==> config.mk <==
export PLATFORM = sky130hd
export DESIGN_NAME = ctr_top_regs
export DESIGN_NICKNAME = d
export VERILOG_FILES = /design/src/hw/ctr_pkg.sv /design/src/hw/ctr_line_detect.sv /design/src/hw/ctr_top_regs.sv
export VERILOG_INCLUDE_DIRS = /design/src /design/src/hw
export SDC_FILE = /design/constraint.sdc
export NUM_CORES = 1
export LEC_CHECK = 0
export ABC_AREA = 1
export BUFFER_PORTS_ARGS = -buffer_cell sky130_fd_sc_hd__buf_2
export CAP_MARGIN = 20
export CELL_PAD_IN_SITES_DETAIL_PLACEMENT = 0
export CELL_PAD_IN_SITES_GLOBAL_PLACEMENT = 1
export CORE_UTILIZATION = 40
export CTS_BUF_LIST = sky130_fd_sc_hd__clkbuf_4 sky130_fd_sc_hd__clkbuf_8 sky130_fd_sc_hd__clkbuf_16
export DETAILED_ROUTE_END_ITERATION = 7
export PLACE_DENSITY = 0.83
export SYNTH_ARGS = -nofsm -noshare
export SYNTH_HDL_FRONTEND = slang
export SYNTH_SLANG_ARGS = --single-unit
export TNS_END_PERCENT = 30
==> constraint.sdc <==
create_clock -name i_clk_sys -period 2.8 [get_ports i_clk_sys]
set_input_delay 0.28 -clock i_clk_sys [delete_from_list [all_inputs] [get_ports i_clk_sys]]
set_output_delay 0.28 -clock i_clk_sys [all_outputs]
set_load 0.02 [all_outputs]
==> src/hw/ctr_defs.svh <==
// Register offsets, field positions, reset values and key codes of the top control bank
`ifndef CTR_DEFS_SVH
`define CTR_DEFS_SVH

`define CTR_OFS_CHIP_ID     8'h00
`define CTR_OFS_SOFTWARE_RESET_KEY       8'h01
`define CTR_OFS_LATCH       8'h02
`define CTR_OFS_MASK        8'h03
`define CTR_OFS_LIVE        8'h04

`define CTR_RESET_KEY       8'ha5
`define CTR_SOFTWARE_RESET_KEY_RST       8'h00
`define CTR_LATCH_RST       3'h0
`define CTR_MASK_RST        8'hff
`define CTR_BYTE_ZERO       8'h00
`define CTR_SPARE_ZERO      5'h00

`define CTR_BIT_THERMAL     2
`define CTR_BIT_OVERVOLT    1
`define CTR_BIT_UNDERVOLT   0
`define CTR_NUM_EVENTS      3

`define CTR_BITS_PER_BYTE   4'h8
`define CTR_CNT_ZERO        4'h0
`define CTR_CNT_ONE         4'h1

`endif

==> src/hw/ctr_pkg.sv <==
// Types shared by the top control bank and its bus line detector
package ctr_pkg;

  typedef struct packed {
    logic scl_rise;
    logic scl_fall;
    logic start;
    logic stop;
    logic sda;
  } ctr_line_evt_t;

  typedef enum logic [8:0] {
    CTR_IDLE     = 9'h001,
    CTR_ADDR     = 9'h002,
    CTR_ADDR_ACK = 9'h004,
    CTR_PTR      = 9'h008,
    CTR_PTR_ACK  = 9'h010,
    CTR_WDATA    = 9'h020,
    CTR_WACK     = 9'h040,
    CTR_RDATA    = 9'h080,
    CTR_RACK     = 9'h100
  } ctr_state_t;

endpackage

==> src/hw/ctr_line_detect.sv <==
// Serial bus line watcher: clock edges, start and stop conditions
`timescale 1ns/1ps

module ctr_line_detect (
  // Clock and reset
  input  wire logic              i_clk_sys,
  input  wire logic              i_reset_n,
  // Bus lines
  input  wire logic              i_scl,
  input  wire logic              i_sda,
  // Decoded line events
  output ctr_pkg::ctr_line_evt_t o_evt
);

  logic scl_q;
  logic sda_q;

  always_ff @(posedge i_clk_sys or negedge i_reset_n) begin
    if (!i_reset_n) begin
      scl_q <= 1'b1;
      sda_q <= 1'b1;
    end else begin
      scl_q <= i_scl;
      sda_q <= i_sda;
    end
  end

  // Data moving while the clock stays high marks start or stop
  assign o_evt.scl_rise = i_scl & ~scl_q;
  assign o_evt.scl_fall = ~i_scl & scl_q;
  assign o_evt.start    = i_scl & scl_q & sda_q & ~i_sda;
  assign o_evt.stop     = i_scl & scl_q & ~sda_q & i_sda;
  assign o_evt.sda      = i_sda;

endmodule // ctr_line_detect

==> src/hw/ctr_top_regs.sv <==
// Top control register bank of the charger behind its serial bus slave
`timescale 1ns/1ps
`include "ctr_defs.svh"

// Contract
// RQ1 - Writing key 0xA5 to the reset register restores all resettable registers.
// RQ2 - The reset register clears itself; reads return its reset value.
// RQ3 - Any other value written there changes nothing and resets nothing.
// RQ4 - Latch bit 2 thermal, bit 1 overvoltage, bit 0 undervolt; spares read zero.
// RQ5 - Reading the latch register returns its bits then clears them all.
// RQ6 - Mask bit one blocks its event from interrupting; masks reset to one.
// RQ7 - Live register shows inverted thermal, overvoltage and undervoltage conditions.
// RQ8 - Each written byte loads at the acknowledge clock rise of that byte.
module ctr_top_regs #(
  parameter logic [6:0] SLAVE_ADDR = 7'h55, // Arbitrary bus address
  parameter logic [7:0] CHIP_ID    = 8'h2b  // Arbitrary identification value
) (
  // Clock and reset
  input  wire logic       i_clk_sys,
  input  wire logic       i_reset_n,
  // Serial bus pins
  input  wire logic       i_scl,
  input  wire logic       i_sda,
  output logic            o_sda,
  output logic            o_sda_oe,
  // Live conditions from the charger
  input  wire logic       i_thermal_shutdown,
  input  wire logic       i_sys_overvolt,
  input  wire logic       i_sys_undervolt,
  // Status toward the charger
  output logic            o_event_pending,
  output logic            o_soft_reset
);

  ctr_pkg::ctr_line_evt_t evt;
  ctr_pkg::ctr_state_t    state_q, state_d;
  logic [3:0]             cnt_q, cnt_d;
  logic [7:0]             sh_q, sh_d;
  logic [7:0]             ptr_q, ptr_d;
  logic                   rw_q, rw_d;
  logic                   oe_q, oe_d;
  logic                   wr_en;
  logic                   rd_load;
  logic [7:0]             mask_q, mask_d;
  logic [2:0]             latch_q, latch_d;
  logic [2:0]             cond_q;
  logic                   pend_q;
  logic                   srst_q;

  ctr_line_detect u_line (
    .i_clk_sys (i_clk_sys),
    .i_reset_n (i_reset_n),
    .i_scl     (i_scl),
    .i_sda     (i_sda),
    .o_evt     (evt)
  );

  // Decode and read selection
  wire [2:0] cond     = {i_thermal_shutdown, i_sys_overvolt, i_sys_undervolt};
  wire [2:0] ev_set   = cond & ~cond_q;
  wire       sel_id   = (ptr_q == `CTR_OFS_CHIP_ID);
  wire       sel_srst = (ptr_q == `CTR_OFS_SOFTWARE_RESET_KEY);
  wire       sel_lat  = (ptr_q == `CTR_OFS_LATCH);
  wire       sel_mask = (ptr_q == `CTR_OFS_MASK);
  wire       sel_live = (ptr_q == `CTR_OFS_LIVE);
  wire       key_hit  = wr_en & sel_srst & (sh_q == `CTR_RESET_KEY); // [RQ1]
  wire       lat_clr  = (rd_load & sel_lat) | key_hit; // [RQ5]
  wire       mask_wr  = wr_en & sel_mask;
  wire [7:0] rd_data  = sel_id   ? CHIP_ID :
                        sel_srst ? `CTR_SOFTWARE_RESET_KEY_RST : // [RQ2]
                        sel_lat  ? {`CTR_SPARE_ZERO, latch_q} : // [RQ4]
                        sel_mask ? mask_q :
                        sel_live ? {`CTR_SPARE_ZERO, ~cond} : // [RQ7]
                        `CTR_BYTE_ZERO;
  wire       got_byte = evt.scl_fall & (cnt_q == `CTR_BITS_PER_BYTE);
  wire       addr_ok  = (sh_q[7:1] == SLAVE_ADDR);

  // Bus slave sequencing
  always_comb begin
    state_d = state_q;
    cnt_d   = cnt_q;
    sh_d    = sh_q;
    ptr_d   = ptr_q;
    rw_d    = rw_q;
    oe_d    = oe_q;
    wr_en   = 1'b0;
    rd_load = 1'b0;
    if (evt.start) begin
      state_d = ctr_pkg::CTR_ADDR;
      cnt_d   = `CTR_CNT_ZERO;
      oe_d    = 1'b0;
    end else if (evt.stop) begin
      state_d = ctr_pkg::CTR_IDLE;
      oe_d    = 1'b0;
    end else begin
      case (state_q)
        ctr_pkg::CTR_ADDR, ctr_pkg::CTR_PTR, ctr_pkg::CTR_WDATA: begin
          if (evt.scl_rise) begin
            sh_d  = {sh_q[6:0], evt.sda};
            cnt_d = cnt_q + `CTR_CNT_ONE;
          end else if (got_byte) begin
            cnt_d = `CTR_CNT_ZERO;
            oe_d  = 1'b1;
            if (state_q == ctr_pkg::CTR_ADDR) begin
              rw_d    = sh_q[0];
              oe_d    = addr_ok;
              state_d = addr_ok ? ctr_pkg::CTR_ADDR_ACK : ctr_pkg::CTR_IDLE;
            end else if (state_q == ctr_pkg::CTR_PTR) begin
              ptr_d   = sh_q;
              state_d = ctr_pkg::CTR_PTR_ACK;
            end else begin
              state_d = ctr_pkg::CTR_WACK;
            end
          end
        end
        ctr_pkg::CTR_ADDR_ACK: begin
          if (evt.scl_fall && rw_q) begin
            rd_load = 1'b1;
            sh_d    = rd_data;
            oe_d    = ~rd_data[7];
            state_d = ctr_pkg::CTR_RDATA;
          end else if (evt.scl_fall) begin
            oe_d    = 1'b0;
            state_d = ctr_pkg::CTR_PTR;
          end
        end
        ctr_pkg::CTR_PTR_ACK: begin
          if (evt.scl_fall) begin
            oe_d    = 1'b0;
            state_d = ctr_pkg::CTR_WDATA;
          end
        end
        ctr_pkg::CTR_WACK: begin
          if (evt.scl_rise) begin
            wr_en = 1'b1; // [RQ8]
          end else if (evt.scl_fall) begin
            oe_d    = 1'b0;
            ptr_d   = ptr_q + 8'h01;
            state_d = ctr_pkg::CTR_WDATA;
          end
        end
        ctr_pkg::CTR_RDATA: begin
          if (evt.scl_rise) begin
            cnt_d = cnt_q + `CTR_CNT_ONE;
          end else if (got_byte) begin
            cnt_d   = `CTR_CNT_ZERO;
            oe_d    = 1'b0;
            ptr_d   = ptr_q + 8'h01;
            state_d = ctr_pkg::CTR_RACK;
          end else if (evt.scl_fall) begin
            sh_d = {sh_q[6:0], 1'b0};
            oe_d = ~sh_q[6];
          end
        end
        ctr_pkg::CTR_RACK: begin
          if (evt.scl_rise && evt.sda) begin
            state_d = ctr_pkg::CTR_IDLE;
          end else if (evt.scl_rise) begin
            cnt_d = `CTR_CNT_ONE;
          end else if (evt.scl_fall && (cnt_q == `CTR_CNT_ONE)) begin
            rd_load = 1'b1;
            cnt_d   = `CTR_CNT_ZERO;
            sh_d    = rd_data;
            oe_d    = ~rd_data[7];
            state_d = ctr_pkg::CTR_RDATA;
          end
        end
        default: begin
          state_d = ctr_pkg::CTR_IDLE;
        end
      endcase
    end
  end

  // Key restores the mask; other writes to the reset register are dropped
  assign mask_d = key_hit ? `CTR_MASK_RST : (mask_wr ? sh_q : mask_q); // [RQ1] [RQ3] [RQ6]

  // Event latches, set wins over clear
  genvar gi;
  generate
    for (gi = 0; gi < `CTR_NUM_EVENTS; gi++) begin : g_latch
      assign latch_d[gi] = ev_set[gi] | (latch_q[gi] & ~lat_clr); // [RQ4] [RQ5]
    end
  endgenerate

  always_ff @(posedge i_clk_sys or negedge i_reset_n) begin
    if (!i_reset_n) begin
      state_q <= ctr_pkg::CTR_IDLE;
      cnt_q   <= `CTR_CNT_ZERO;
      sh_q    <= `CTR_BYTE_ZERO;
      ptr_q   <= `CTR_BYTE_ZERO;
      rw_q    <= 1'b0;
      oe_q    <= 1'b0;
    end else begin
      state_q <= state_d;
      cnt_q   <= cnt_d;
      sh_q    <= sh_d;
      ptr_q   <= ptr_d;
      rw_q    <= rw_d;
      oe_q    <= oe_d;
    end
  end

  always_ff @(posedge i_clk_sys or negedge i_reset_n) begin
    if (!i_reset_n) begin
      mask_q  <= `CTR_MASK_RST;
      latch_q <= `CTR_LATCH_RST;
      cond_q  <= `CTR_LATCH_RST;
      pend_q  <= 1'b0;
      srst_q  <= 1'b0;
    end else begin
      mask_q  <= mask_d;
      latch_q <= latch_d;
      cond_q  <= cond;
      pend_q  <= |(latch_q & ~mask_q[2:0]); // [RQ6]
      srst_q  <= key_hit; // [RQ1]
    end
  end

  assign o_sda           = 1'b0;
  assign o_sda_oe        = oe_q;
  assign o_event_pending = pend_q;
  assign o_soft_reset    = srst_q;
endmodule // ctr_top_regs

Word-level counts from Yosys, hierarchy flattened
Cells that the tools add are included.
Storage, ports and cells
  bits in registers: 49
  output and inout bits: 4
  word-level logic and storage cells: 190
Operators by class
  add/sub/neg operators: 2
  equal/unequal tests: 47
  mux-type cells: 76
  bitwise logic cells: 34
  reductions and logical operators: 18
Operator list (count)
  $mux W8: 22
  $mux W9: 13
  $pmux W9 S6: 1
  $ne A4 B4 Y1 const B: 9
  $pmux W8 S4: 1
  $ne A2 B2 Y1 const B: 15
  $mux W4: 7
  $mux W1: 24
  $pmux W8 S3: 1
  $reduce_and A11 Y1: 2
  $ne A5 B5 Y1 const B: 4
  $eq A8 B2 Y1 const B: 2
  $and A1 B1 Y1: 15
  $mux W7: 2
  $not A1 Y1: 10
  $eq A9 B2 Y1 const B: 1
  $eq A9 B3 Y1 const B: 1
  $eq A9 B4 Y1 const B: 1
  $eq A9 B5 Y1 const B: 1
  $eq A9 B6 Y1 const B: 1
  $eq A9 B7 Y1 const B: 1
  $eq A9 B8 Y1 const B: 1
  $eq A9 B9 Y1 const B: 1
  $not A3 Y3: 3
  29 further kinds: 38

Longest topological paths before layout
Gate-level depths: netlist of the first run.
  depth after elaboration: 14
  mapped depth: 14
  mapped depth without buffers: 13

By module
A second synthesis of the first run with hierarchy kept.
Unflattened totals
  cells, all modules: 465
  area, all modules: 3254.4 um^2
Modules (own cells, without submodules)
  ctr_top_regs: instances 1, cells an instance 451, area each 3153.0 um^2
  ctr_line_detect: instances 1, cells an instance 14, area each 101.3 um^2

Worst setup path before layout of the first run
Ideal clock, no wire load.
  path type: flip-flop to flip-flop
  start point: register u_line.scl_q
  end point: register state_q[5]
  setup time: 118 ps
  data arrival time: 1638 ps
  data required time: 2682 ps
  slack: 1044 ps
  cell stages (with the launch flop): 13
  path buffers: 1
  period minus slack after synthesis: 1756 ps
  cells stage by stage: dfstp_2 -> nand2_1 -> nor3_2 -> inv_2 -> nand2_1 -> nor2_1 -> nand2_1 -> nand2_1 -> nor2_2 -> nand2_2 -> buf_6 -> nand2_1 -> o21ai_2
On the way
  cells in the longest elaborated chain, start to end: 7
RTL lines
  start: declaration: line ctr_line_detect.sv:15  | logic scl_q;
  start signal: assignment: line ctr_line_detect.sv:23  | scl_q <= i_scl;
  $not A1 Y1: line ctr_line_detect.sv:29  | assign o_evt.scl_rise = i_scl & ~scl_q;
  $and A1 B1 Y1: line ctr_line_detect.sv:29
  $logic_and A1 B1 Y1: line ctr_top_regs.sv:156  | if (evt.scl_rise && evt.sda) begin
  $mux W9: line ctr_top_regs.sv:156
  $pmux W9 S6: line ctr_top_regs.sv:96  | case (state_q)
  $mux W9: line ctr_top_regs.sv:92  | end else if (evt.stop) begin
  $mux W9: line ctr_top_regs.sv:88  | if (evt.start) begin
  end signal: assignment: line ctr_top_regs.sv:188  | state_q <= ctr_pkg::CTR_IDLE;
  end signal: assignment: line ctr_top_regs.sv:195  | state_q <= state_d;
  end: declaration: line ctr_top_regs.sv:36  | ctr_pkg::ctr_state_t state_q, state_d;
Several ways; a longest one is shown, not always the timed one. The select of a mux whose other input is x is not followed.
A chain may end at the register's enable or synchronous reset.

Worst setup path in the final report of the first run
  start point: register u_line.sda_q
  end point: register sh_q[1]
On the way
  cells in the longest elaborated chain, start to end: 5
RTL lines
  start: declaration: line ctr_line_detect.sv:16  | logic sda_q;
  start signal: assignment: line ctr_line_detect.sv:24  | sda_q <= i_sda;
  $not A1 Y1: line ctr_line_detect.sv:32  | assign o_evt.stop = i_scl & scl_q & ~sda_q & i_sda;
  $and A1 B1 Y1 (2 in series): line ctr_line_detect.sv:32
  $not A1 Y1 (no line)
  $reduce_and A11 Y1 (no line) *
  end signal: assignment: line ctr_top_regs.sv:190  | sh_q <= `CTR_BYTE_ZERO;
  end: declaration: line ctr_top_regs.sv:38  | logic [7:0] sh_q, sh_d;
Every way passes the cells marked *; elsewhere a longest branch is shown, timed or not.

==> results of run 1 <==
[layer usage]
| layer | routed length (µm) | track usage [%] | vias to the layer above | part of all wire (%) |
|---|---|---|---|---|
| met5 | 0 | 0 | - | 0 |
| met4 | 168 | 5.51 | 0 | 1.8 |
| met3 | 365 | 2.66 | 13 | 3.9 |
| met2 | 4270 | 34.4 | 74 | 45 |
| met1 | 4610 | 32.7 | 1571 | 49 |
| li1 | - | - | 1673 | - |
[Yosys cell counts, drive strengths merged, types with 2 or more instances]
library cell / instances / share of area, %
a21oi: 12 / 1.7
buf: 6 / 1.5
dfrtp: 38 / 27
dfstp: 11 / 8.1
ha: 7 / 2.5
inv: 81 / 8.6
nand2: 143 / 16
nand3: 57 / 9.2
nand3b: 2 / 0.42
nand4: 12 / 2.1
nor2: 78 / 11
nor3: 12 / 2.4
o21ai: 38 / 6.0
o22ai: 7 / 1.2
xor2: 5 / 1.2
[cells in the final DEF (no fill, tap or decap), drive strengths merged, types with 2 or more instances in the layout]
master  instances
inv            83
nand2         143
clkbuf          5
ha              7
nand3          57
a21oi          12
nor3           12
nand3b          2
nand4          12
dfstp          11
buf            11
dfrtp          38
o22ai           7
nor2           78
xor2            5
o21ai          38
[sequential cells by signal, indices dropped and copies added, names as in the netlist]
| name | count |
|---|---|
| o_sda_oe | 1 |
| u_line.sda_q | 1 |
| u_line.scl_q | 1 |
| o_soft_reset | 1 |
| ptr_q | 8 |
| state_q | 9 |
| rw_q | 1 |
| sh_q | 8 |
| mask_q | 8 |
| o_event_pending | 1 |
| latch_q | 3 |
| cnt_q | 4 |
| cond_q | 3 |
[layout make-up]
| cell class | count | area share (%) |
|---|---|---|
| Multi-Input combinational cell | 381 | 51.4 |
| Clock inverter | 3 | 0.751 |
| Timing Repair Buffer | 12 | 2.15 |
| Tap cell | 108 | 3.53 |
| Clock buffer | 5 | 1.80 |
| Sequential cell | 49 | 32.4 |
| Inverter | 81 | 8.06 |
[per-stage QoR]
stage	instance area, µm²	cells
3_3_place_gp	3700	629
2_1_floorplan	3570	518
6_report	3830	639
5_1_grt	3830	639
3_5_place_dp	3700	629
4_1_cts	3800	637
[timing repair]
item	4_1_cts	5_1_grt
hold buffers	0	1
resized for setup	0	0
endpoints found under the hold margin	0	11
[path summary, 6_finish.rpt]
path | start | to | slack, ps | cells after the start
max in group asynchronous | i_reset_n | state_q[0] | 1800 | 3
worst min register to register | cond_q[1] | latch_q[1] | 440 | 1
worst min-delay path | i_sys_overvolt | cond_q[1] | 80 | 1
worst max register to register | u_line.sda_q | sh_q[1] | 490 | 8
worst max-delay path | u_line.sda_q | sh_q[1] | 490 | 8
min in group asynchronous | i_reset_n | ptr_q[3] | 410 | 2
[power groups by stage]
stage | Sequential, mW | Combinational (mW) | Clock [mW]
2_1_floorplan | 0.782 | 0.118 | 0
3_3_place_gp | 0.791 | 0.168 | 0
3_5_place_dp | 0.793 | 0.170 | 0
4_1_cts | 0.779 | 0.170 | 0.478
5_1_grt | 0.784 | 0.203 | 0.503
6_report | 0.780 | 0.173 | 0.464
[logic make-up after synthesis]
logic type	after synthesis	synth area share, %
xor+xnor	6	1.47
other cells	1	0.105
flops	49	34.7
fa+ha+maj	7	2.45
buf+inv	88	10.2
compound gates	63	10.1
simple gates	304	40.9
==> impl_metrics.tcl, run 1 <==
set metrics [dict create \
    status "finished, final reports clean" \
    cts.sinks 49 \
    n_antenna_cell 0 \
    core_area_mm2 0.00868 \
    syn_inst 518 \
    ir_drop_mv 0.229 \
    p_int_mw 0.987 \
    yosysSeqAreaShare_pct 34.7 \
    drive_above_1_share_pct 16.4 \
    drt-vias-per-instance 5.21 \
    finalCriticalPeriod_ps 2310 \
    total_power_mw 1.42 \
    die_area_mm2 0.00932 \
    yosys_warnings 0 \
    fin_crit_sh_pct 82.6 \
    die-height_um 96.5 \
    p_sw_mw 0.431 \
    crit_family "simple AND/OR/NAND/NOR gates" \
    io_buffers 9 \
    ant_nets 0 \
    multi_input_area_mm2 0.00197 \
    pwr_density_cell_mw_per_mm2 370 \
    place_congestion 0.960 \
    clkLatencyLatePin_ps 310 \
    placementRows 34 \
    area_growth_pct 7.25 \
    worstMarginPinSlew_ps 822 \
    switching_share_pct 30.4 \
    fmax_ghz 0.432 \
    antenna_found_initial 0 \
    criticalPathCategory "flop to flop" \
    wl_um 9410 \
    clk_pin_slew_worst_paths_ps 110 \
    wl_per_cell_um 14.7 \
    hold_class "input pin to flop" \
    rsz0062_at_grt "false" \
    nets 544 \
    synth_edf_count 0 \
    setup_ws_ps 487 \
    skew_ps 9.48 \
    yosys_most_used_dff "dfrtp_1" \
    path_max_fanout 11 \
    grt_pass1_vias 3138 \
    synth.distinct_cells 37 \
    die_x_um 96.5 \
    cts-buffers-inserted 5 \
    slew_headroom_pct 45.0 \
    cts_tree "yes" \
    pwr-share-seq_pct 55.0 \
    seq_area_mm2 0.00124 \
    drtPass1Iterations 5 \
    hold_viol 0 \
    grt_pass1_wl_um 15700 \
    drtIter0Drc 241 \
    p_leak_nw 1.89 \
    cp_cell_sequence "nor3_2 -> nor2_1 -> o21ai_1 -> nor2_1 -> nand4_1 -> nand2_1 -> nand2_1 -> inv_1" \
    required_ps 3060 \
    drc_errors 0 \
    ys_ff_latch 49 \
    cp-end-kind "flop" \
    whs_ps 79.6 \
    pwr-share-clk_pct 32.8 \
    synthArstFlopShare_pct 100 \
    drv_cap 0 \
    utilization_pct 44.2 \
    critPathMaxStageDelay_ps 620 \
    clock_path_buffers 2 \
    critPathLaunchType "flop" \
    dp_hpwl_um 7310 \
    slew_violations 0 \
    htreeDepth 2 \
    overflow 0 \
    num-fill-cells 960 \
    synth_nets 532 \
    critPathArrivalTime_ps 2580 \
    syn_area_per_cell_um2 6.90 \
    fin_setup_tns_ps 0 \
    grt.total_usage_pct 22.2 \
    slowest_stage "nor2_1" \
    post_cts_buffers 0 \
    setup_violations 0 \
    start_util_pct 41.2 \
    synth_area_mm2 0.00357 \
    cts_root_buf "clkbuf_8" \
    io_pins 11 \
    dr_total_vias 3331 \
    grt_max_degree 48 \
    dpl_worst_slack_ps 521 \
    combPwrFrac_pct 12.2 \
    worstPathBufferInverterCount 1 \
]
(Power assumes the default switching activity.)
==> run 2: changes to the inputs <==
--- a/config.mk
+++ b/config.mk
@@ -6,7 +6,7 @@
 export SDC_FILE = /design/constraint.sdc
 export NUM_CORES = 1
 export LEC_CHECK = 0
-export ABC_AREA = 1
+export ABC_AREA = 0
 export BUFFER_PORTS_ARGS = -buffer_cell sky130_fd_sc_hd__buf_2
 export CAP_MARGIN = 20
 export CELL_PAD_IN_SITES_DETAIL_PLACEMENT = 0
@@ -14,7 +14,7 @@
 export CORE_UTILIZATION = 40
 export CTS_BUF_LIST = sky130_fd_sc_hd__clkbuf_4 sky130_fd_sc_hd__clkbuf_8 sky130_fd_sc_hd__clkbuf_16
 export DETAILED_ROUTE_END_ITERATION = 7
-export PLACE_DENSITY = 0.83
+export PLACE_DENSITY = 0.82
 export SYNTH_ARGS = -nofsm -noshare
 export SYNTH_HDL_FRONTEND = slang
 export SYNTH_SLANG_ARGS = --single-unit
==> constraint.sdc (replaced) <==
create_clock -name i_clk_sys -period 2.1 [get_ports i_clk_sys]
set_input_delay 0.21 -clock i_clk_sys [delete_from_list [all_inputs] [get_ports i_clk_sys]]
set_output_delay 0.21 -clock i_clk_sys [all_outputs]
set_load 0.02 [all_outputs]
==> run 2 against run 1 <==
The run now ends with setup timing left. Worst setup slack worse by 740 ps. First-iteration DRC count down 22%. Non-clock buffer count up 90. Worst hold slack worse by 50 ps. Power up 32%. Utilization up 14 points. Clock skew about the same. Die area down 13%. Critical path depth up 1. Cell count down 17%.
==> impl_metrics.tcl, run 2 <==
set metrics [dict create \
    fin_area_mm2 0.00426 \
    skew_ps 9.57 \
    synth_edf_count 0 \
    fin_crit_sh_pct 112 \
    num-fill-cells 664 \
    violations "setup timing" \
    clock_path_buffers 2 \
    place_area_mm2 0.00387 \
    cts.sinks 49 \
    nets 443 \
    n_antenna_cell 0 \
    critPathArrivalTime_ps 2550 \
    dr_total_vias 3006 \
    drv_cap 0 \
    wl_per_cell_um 17.5 \
    drc_errors 0 \
    yosysMostFrequentCell "dfrtp_1" \
    ir_drop_mv 0.275 \
    place_congestion 0.991 \
    synth_nets 351 \
    yosysSeqAreaShare_pct 40.1 \
    drtPass1Iterations 5 \
    wl_um 9270 \
    seq_area_mm2 0.00124 \
    dpl_worst_slack_ps -336 \
    start_util_pct 41.9 \
    criticalPathCategory "flop to flop" \
    worstHoldPathCells 1 \
    required_ps 2300 \
    hold_class "input pin to flop" \
    overflow 0 \
    synthArstFlopShare_pct 100 \
    area_growth_pct 37.8 \
    antenna_found_initial 0 \
    drt-vias-per-instance 5.68 \
    cts_root_buf "clkbuf_8" \
    htreeDepth 2 \
    ys_ff_latch 49 \
    clkLatencyLatePin_ps 310 \
    synth_area_mm2 0.00309 \
    synth.distinct_cells 66 \
    pwr_density_cell_mw_per_mm2 440 \
    grt_pass1_vias 3042 \
    layout_commonest_cell "buf_4" \
    grt_pass1_wl_um 15500 \
    yosys_warnings 0 \
    critPathLaunchType "flop" \
    slew_headroom_pct 52.3 \
    synth_top_area_share_pct 30.8 \
    path_max_fanout 5 \
    yosys-top-cells-count "38 x dfrtp_1, 33 x nand2_1, 25 x nor2_1" \
    rsz0062_at_grt "true" \
    setup_violations 33 \
    syn_inst 337 \
    dp_hpwl_um 6610 \
    placementRows 31 \
    layout.cells.most_common_list "89 x buf_4, 38 x dfrtp_1, 31 x nand2_1" \
    die-height_um 89.9 \
    multi_input_area_mm2 0.00198 \
    synthTopCellsByArea "dfrtp_1 31%, dfstp_2 9.4%, mux2_2 4.7%" \
    hold_viol 0 \
    drive_above_1_share_pct 39.5 \
    fmax_ghz 0.425 \
    die_area_mm2 0.00808 \
    io_pins 11 \
    yosys_most_used_dff "dfrtp_1" \
    worstMarginPinSlew_ps 715 \
    clk_pin_slew_worst_paths_ps 90 \
    core_area_mm2 0.00737 \
    ant_nets 0 \
    cp-end-kind "flop" \
    die_x_um 89.9 \
    whs_ps 29.8 \
    cts_tree "yes" \
    yosysTopAreaCell "dfrtp_1" \
    drtIter0Drc 187 \
    grt.total_usage_pct 23.8 \
    p_leak_nw 1.94 \
    finalCriticalPeriod_ps 2350 \
    setup_ws_ps -253 \
    cts-buffers-inserted 5 \
    slew_violations 0 \
    io_buffers 9 \
    grt_max_degree 30 \
    top_register "state_q" \
    utilization_pct 57.8 \
    largest_register_ffs 9 \
    reg2reg_depth 9 \
    syn_area_per_cell_um2 9.17 \
    status "complete, but fails checks" \
]
==> run 2: cell count changes after synthesis, sizes merged, moves of 9 or more <==
cell | previous run | this run
mux2 | 0 | 14
nand2 | 143 | 33
nor2 | 78 | 25
o21ai | 38 | 22
nand3 | 57 | 11
a22o | 0 | 9
clkbuf | 1 | 12
inv | 81 | 11
nor2b | 0 | 11
==> run 2: logic make-up (layout without fill, tap and decap cells) <==
kind of cell | Yosys count | count (layout) | synth area share [%]
multiplexers | 16 | 16 | 5.75
XOR/XNOR | 4 | 4 | 1.13
buffers and inverters | 28 | 121 | 3.64
AND/OR/NAND/NOR | 135 | 135 | 23.7
other | 1 | 1 | 0.121
flip-flops | 49 | 49 | 40.1
adder cells (fa/ha/maj) | 7 | 7 | 2.84
AO/OA/AOI/OAI | 97 | 97 | 22.7
==> run 2: per-layer routing <==
metal	up-vias	GRT usage, %	wire [µm]
met2	81	38.5	4410
met1	1472	33.3	4370
li1	1433	-	-
met3	20	3.21	302
met4	0	7.53	187
met5	-	0	0
==> run 2: cell type report <==
| type | count | area share (%) |
|---|---|---|
| sequential | 49 | 29.1 |
| clock inverter | 2 | 0.911 |
| tap | 99 | 2.91 |
| inverter | 11 | 0.970 |
| multi-input combinational | 260 | 46.5 |
| clock buffer | 6 | 1.79 |
| timing repair buffer | 102 | 17.8 |
==> run 2: power by group <==
part / switching, mW / internal, mW / leakage, nW
logic: 0.0946 / 0.0748 / 1.28
registers: 0.0292 / 0.972 / 0.602
clock network: 0.330 / 0.371 / 0.0588
==> run 2: per-stage QoR <==
stage	TNS (ps)	total power, mW	instances
after floorplan	-5370	1.10	337
after global placement	-7630	1.17	513
after detailed placement	-8790	1.18	513
after CTS	-4800	1.89	529
after global routing	-7580	1.95	529
final	-5200	1.87	529
==> run 2: critical path, stage by stage, from the launching register on <==
cell	delay [ps]
dfrtp_1	390
buf_4	160
buf_4	150
nor4_4	300
nand3_1	170
a21oi_2	240
a221oi_2	70
o22ai_2	280
buf_6	180
mux2_4	300
==> run 2: final timing paths <==
check / start / endpoint / slack [ps]
min in group asynchronous: i_reset_n / state_q[6] / 480
worst max-delay path: state_q[3] / state_q[8] / -250
worst max register to register: state_q[3] / state_q[8] / -250
max in group asynchronous: i_reset_n / state_q[0] / 900
worst min register to register: mask_q[0] / mask_q[0] / 530
worst min-delay path: i_sys_undervolt / cond_q[0] / 30
==> run 2: repair_timing <==
action	in CTS	in global routing
setup endpoints to repair	41	41
endpoints found under the hold margin	21	0
hold buffers	1	0
pin swaps	8	13
resized for setup	34	13
buffers inserted	7	0
==> run 3: changes to the inputs <==
--- a/config.mk
+++ b/config.mk
@@ -6,7 +6,7 @@
 export SDC_FILE = /design/constraint.sdc
 export NUM_CORES = 1
 export LEC_CHECK = 0
-export ABC_AREA = 0
+export ABC_AREA = 1
 export BUFFER_PORTS_ARGS = -buffer_cell sky130_fd_sc_hd__buf_2
 export CAP_MARGIN = 20
 export CELL_PAD_IN_SITES_DETAIL_PLACEMENT = 0
@@ -14,7 +14,7 @@
 export CORE_UTILIZATION = 40
 export CTS_BUF_LIST = sky130_fd_sc_hd__clkbuf_4 sky130_fd_sc_hd__clkbuf_8 sky130_fd_sc_hd__clkbuf_16
 export DETAILED_ROUTE_END_ITERATION = 7
-export PLACE_DENSITY = 0.82
+export PLACE_DENSITY = 0.85
 export SYNTH_ARGS = -nofsm -noshare
 export SYNTH_HDL_FRONTEND = slang
 export SYNTH_SLANG_ARGS = --single-unit
==> run 3 against run 2 <==
Via count rose by 15%. Sequential share of layout area is 1.9 points higher. Die area grew 15%. Wire length up 4.2%. Final area down 5.8%. Clock power rose by 22%. Clock skew grew 1.2 ps. The run ends with hold timing left. Count of clock-buffer cells in the layout fell by 1. Worst hold slack got worse by 45 ps. Power increased by 14%. Maximum frequency is 21% higher. Utilization decreased by 12 points.
==> impl_metrics.tcl, run 3 (synthesis results as in run 1) <==
set metrics [dict create \
    status "complete, but fails checks" \
    violations "hold timing" \
    setup_violations 0 \
    worstMarginPinSlew_ps 636 \
    cts_tree "yes" \
    layout_commonest_cell "nand2_1" \
    slew_violations 0 \
    p_leak_nw 1.98 \
    total_power_mw 2.13 \
    place_area_mm2 0.00377 \
    critPathMaxStageDelay_ps 470 \
    die_area_mm2 0.00932 \
    io_buffers 9 \
    grt.total_usage_pct 22.2 \
    largest_register_ffs 9 \
    wl_per_cell_um 14.8 \
    wl_um 9650 \
    area_growth_pct 12.2 \
    critPathLaunch "state_q[5]" \
    cts-buffers-inserted 5 \
    htreeDepth 2 \
    cp.depth 11 \
    grt_pass1_vias 3174 \
    die_x_um 96.5 \
    path_max_fanout 8 \
    reg2reg_depth 11 \
    crit_family "simple AND/OR/NAND/NOR gates" \
    critPathArrivalTime_ps 2170 \
    pwr_density_cell_mw_per_mm2 531 \
    fin_crit_sh_pct 92.8 \
    cts_root_buf "clkbuf_8" \
    skew_ps 10.7 \
    fmax_ghz 0.513 \
    critPathLaunchType "flop" \
    grt_pass1_wl_um 15700 \
    slew_headroom_pct 57.6 \
    clock_path_buffers 2 \
    criticalPathCategory "flop to flop" \
    core_area_mm2 0.00868 \
    finalCriticalPeriod_ps 1950 \
    hold_viol 10 \
    nets 558 \
    required_ps 2320 \
    drc_errors 0 \
    grt_max_degree 50 \
    antenna_found_initial 0 \
    drive_above_1_share_pct 21.1 \
    utilization_pct 46.2 \
    top_register "state_q" \
    whs_ps -15.1 \
    n_antenna_cell 0 \
    ir_drop_mv 0.302 \
    worstPathBufferInverterCount 3 \
    clk_pin_slew_worst_paths_ps 110 \
    slowest_stage "dfrtp_2" \
    drt-vias-per-instance 5.29 \
    fin_area_mm2 0.00401 \
    placementRows 34 \
    cts.sinks 49 \
    io_pins 11 \
    start_util_pct 41.2 \
    drv_cap 0 \
    setup_ws_ps 151 \
    hold_class "input pin to async pin" \
    layout.cells.most_common_list "133 x nand2_1, 65 x inv_1, 56 x nor2_1" \
    dpl_worst_slack_ps 57.1 \
    reg2reg_from "state_q[5]" \
    cp-end-kind "flop" \
    drtIter0Drc 296 \
    place_congestion 0.903 \
    drtPass1Iterations 5 \
    die-height_um 96.5 \
    overflow 0 \
    dp_hpwl_um 7410 \
    crit_top_cell "nand2_1" \
    ant_nets 0 \
    dr_total_vias 3457 \
    clkLatencyLatePin_ps 320 \
    cp_cell_sequence "nor2_8 -> buf_4 -> nand2_4 -> inv_4 -> nand3_1 -> o21ai_1 -> nor2_4 -> nand4_1 -> nand2_1 -> nand2_1 -> inv_1" \
]
## run 3: layer usage
| metal | vias to the layer above | routed length [µm] | track usage, % |
|---|---|---|---|
| met5 | - | 0 | 0 |
| met4 | 0 | 129 | 5.51 |
| met3 | 14 | 428 | 2.90 |
| met2 | 99 | 4520 | 36.3 |
| met1 | 1642 | 4580 | 30.9 |
| li1 | 1702 | - | - |
## run 3: path summary, 6_finish.rpt
path / slack (ps) / endpoint
worst min register to register: 440 / latch_q[0]
max in group asynchronous: 1660 / state_q[5]
min in group i_clk_sys: 10 / cond_q[2]
worst min-delay path: -20 / ptr_q[2]
worst max-delay path: 150 / sh_q[2]
worst max register to register: 150 / sh_q[2]
## run 3: final cells by class
cell class / instances / area [µm²]
repair buffers: 26 / 173
fillers: 928 / 4670
flip-flops and latches: 49 / 1240
clock inverters: 3 / 68.8
well taps: 108 / 135
inverters: 81 / 309
multi-input cells: 381 / 2010
clock buffers: 5 / 68.8
## run 3: stage by stage
step / hold slack [ps] / instances / TNS, ps
final: -15.1 / 653 / 0
after global routing: 0.399 / 653 / -10.2
after CTS: 3.03 / 646 / 0
after detailed placement: 334 / 638 / 0
after global placement: 333 / 638 / 0
after floorplan: -85.6 / 518 / 0
## run 3: repair_timing
item	in CTS	in global routing
endpoints found under the setup margin	0	29
hold buffers	0	0
gates resized for setup	0	17
setup buffers	0	7
## run 3: power by group
part           switching [mW]  leakage [nW]  total [mW]  internal, mW
logic                   0.157          1.34       0.237        0.0796
registers              0.0509         0.566        1.04         0.989
clock network           0.372        0.0687       0.852         0.480
total                   0.580          1.98        2.13          1.55
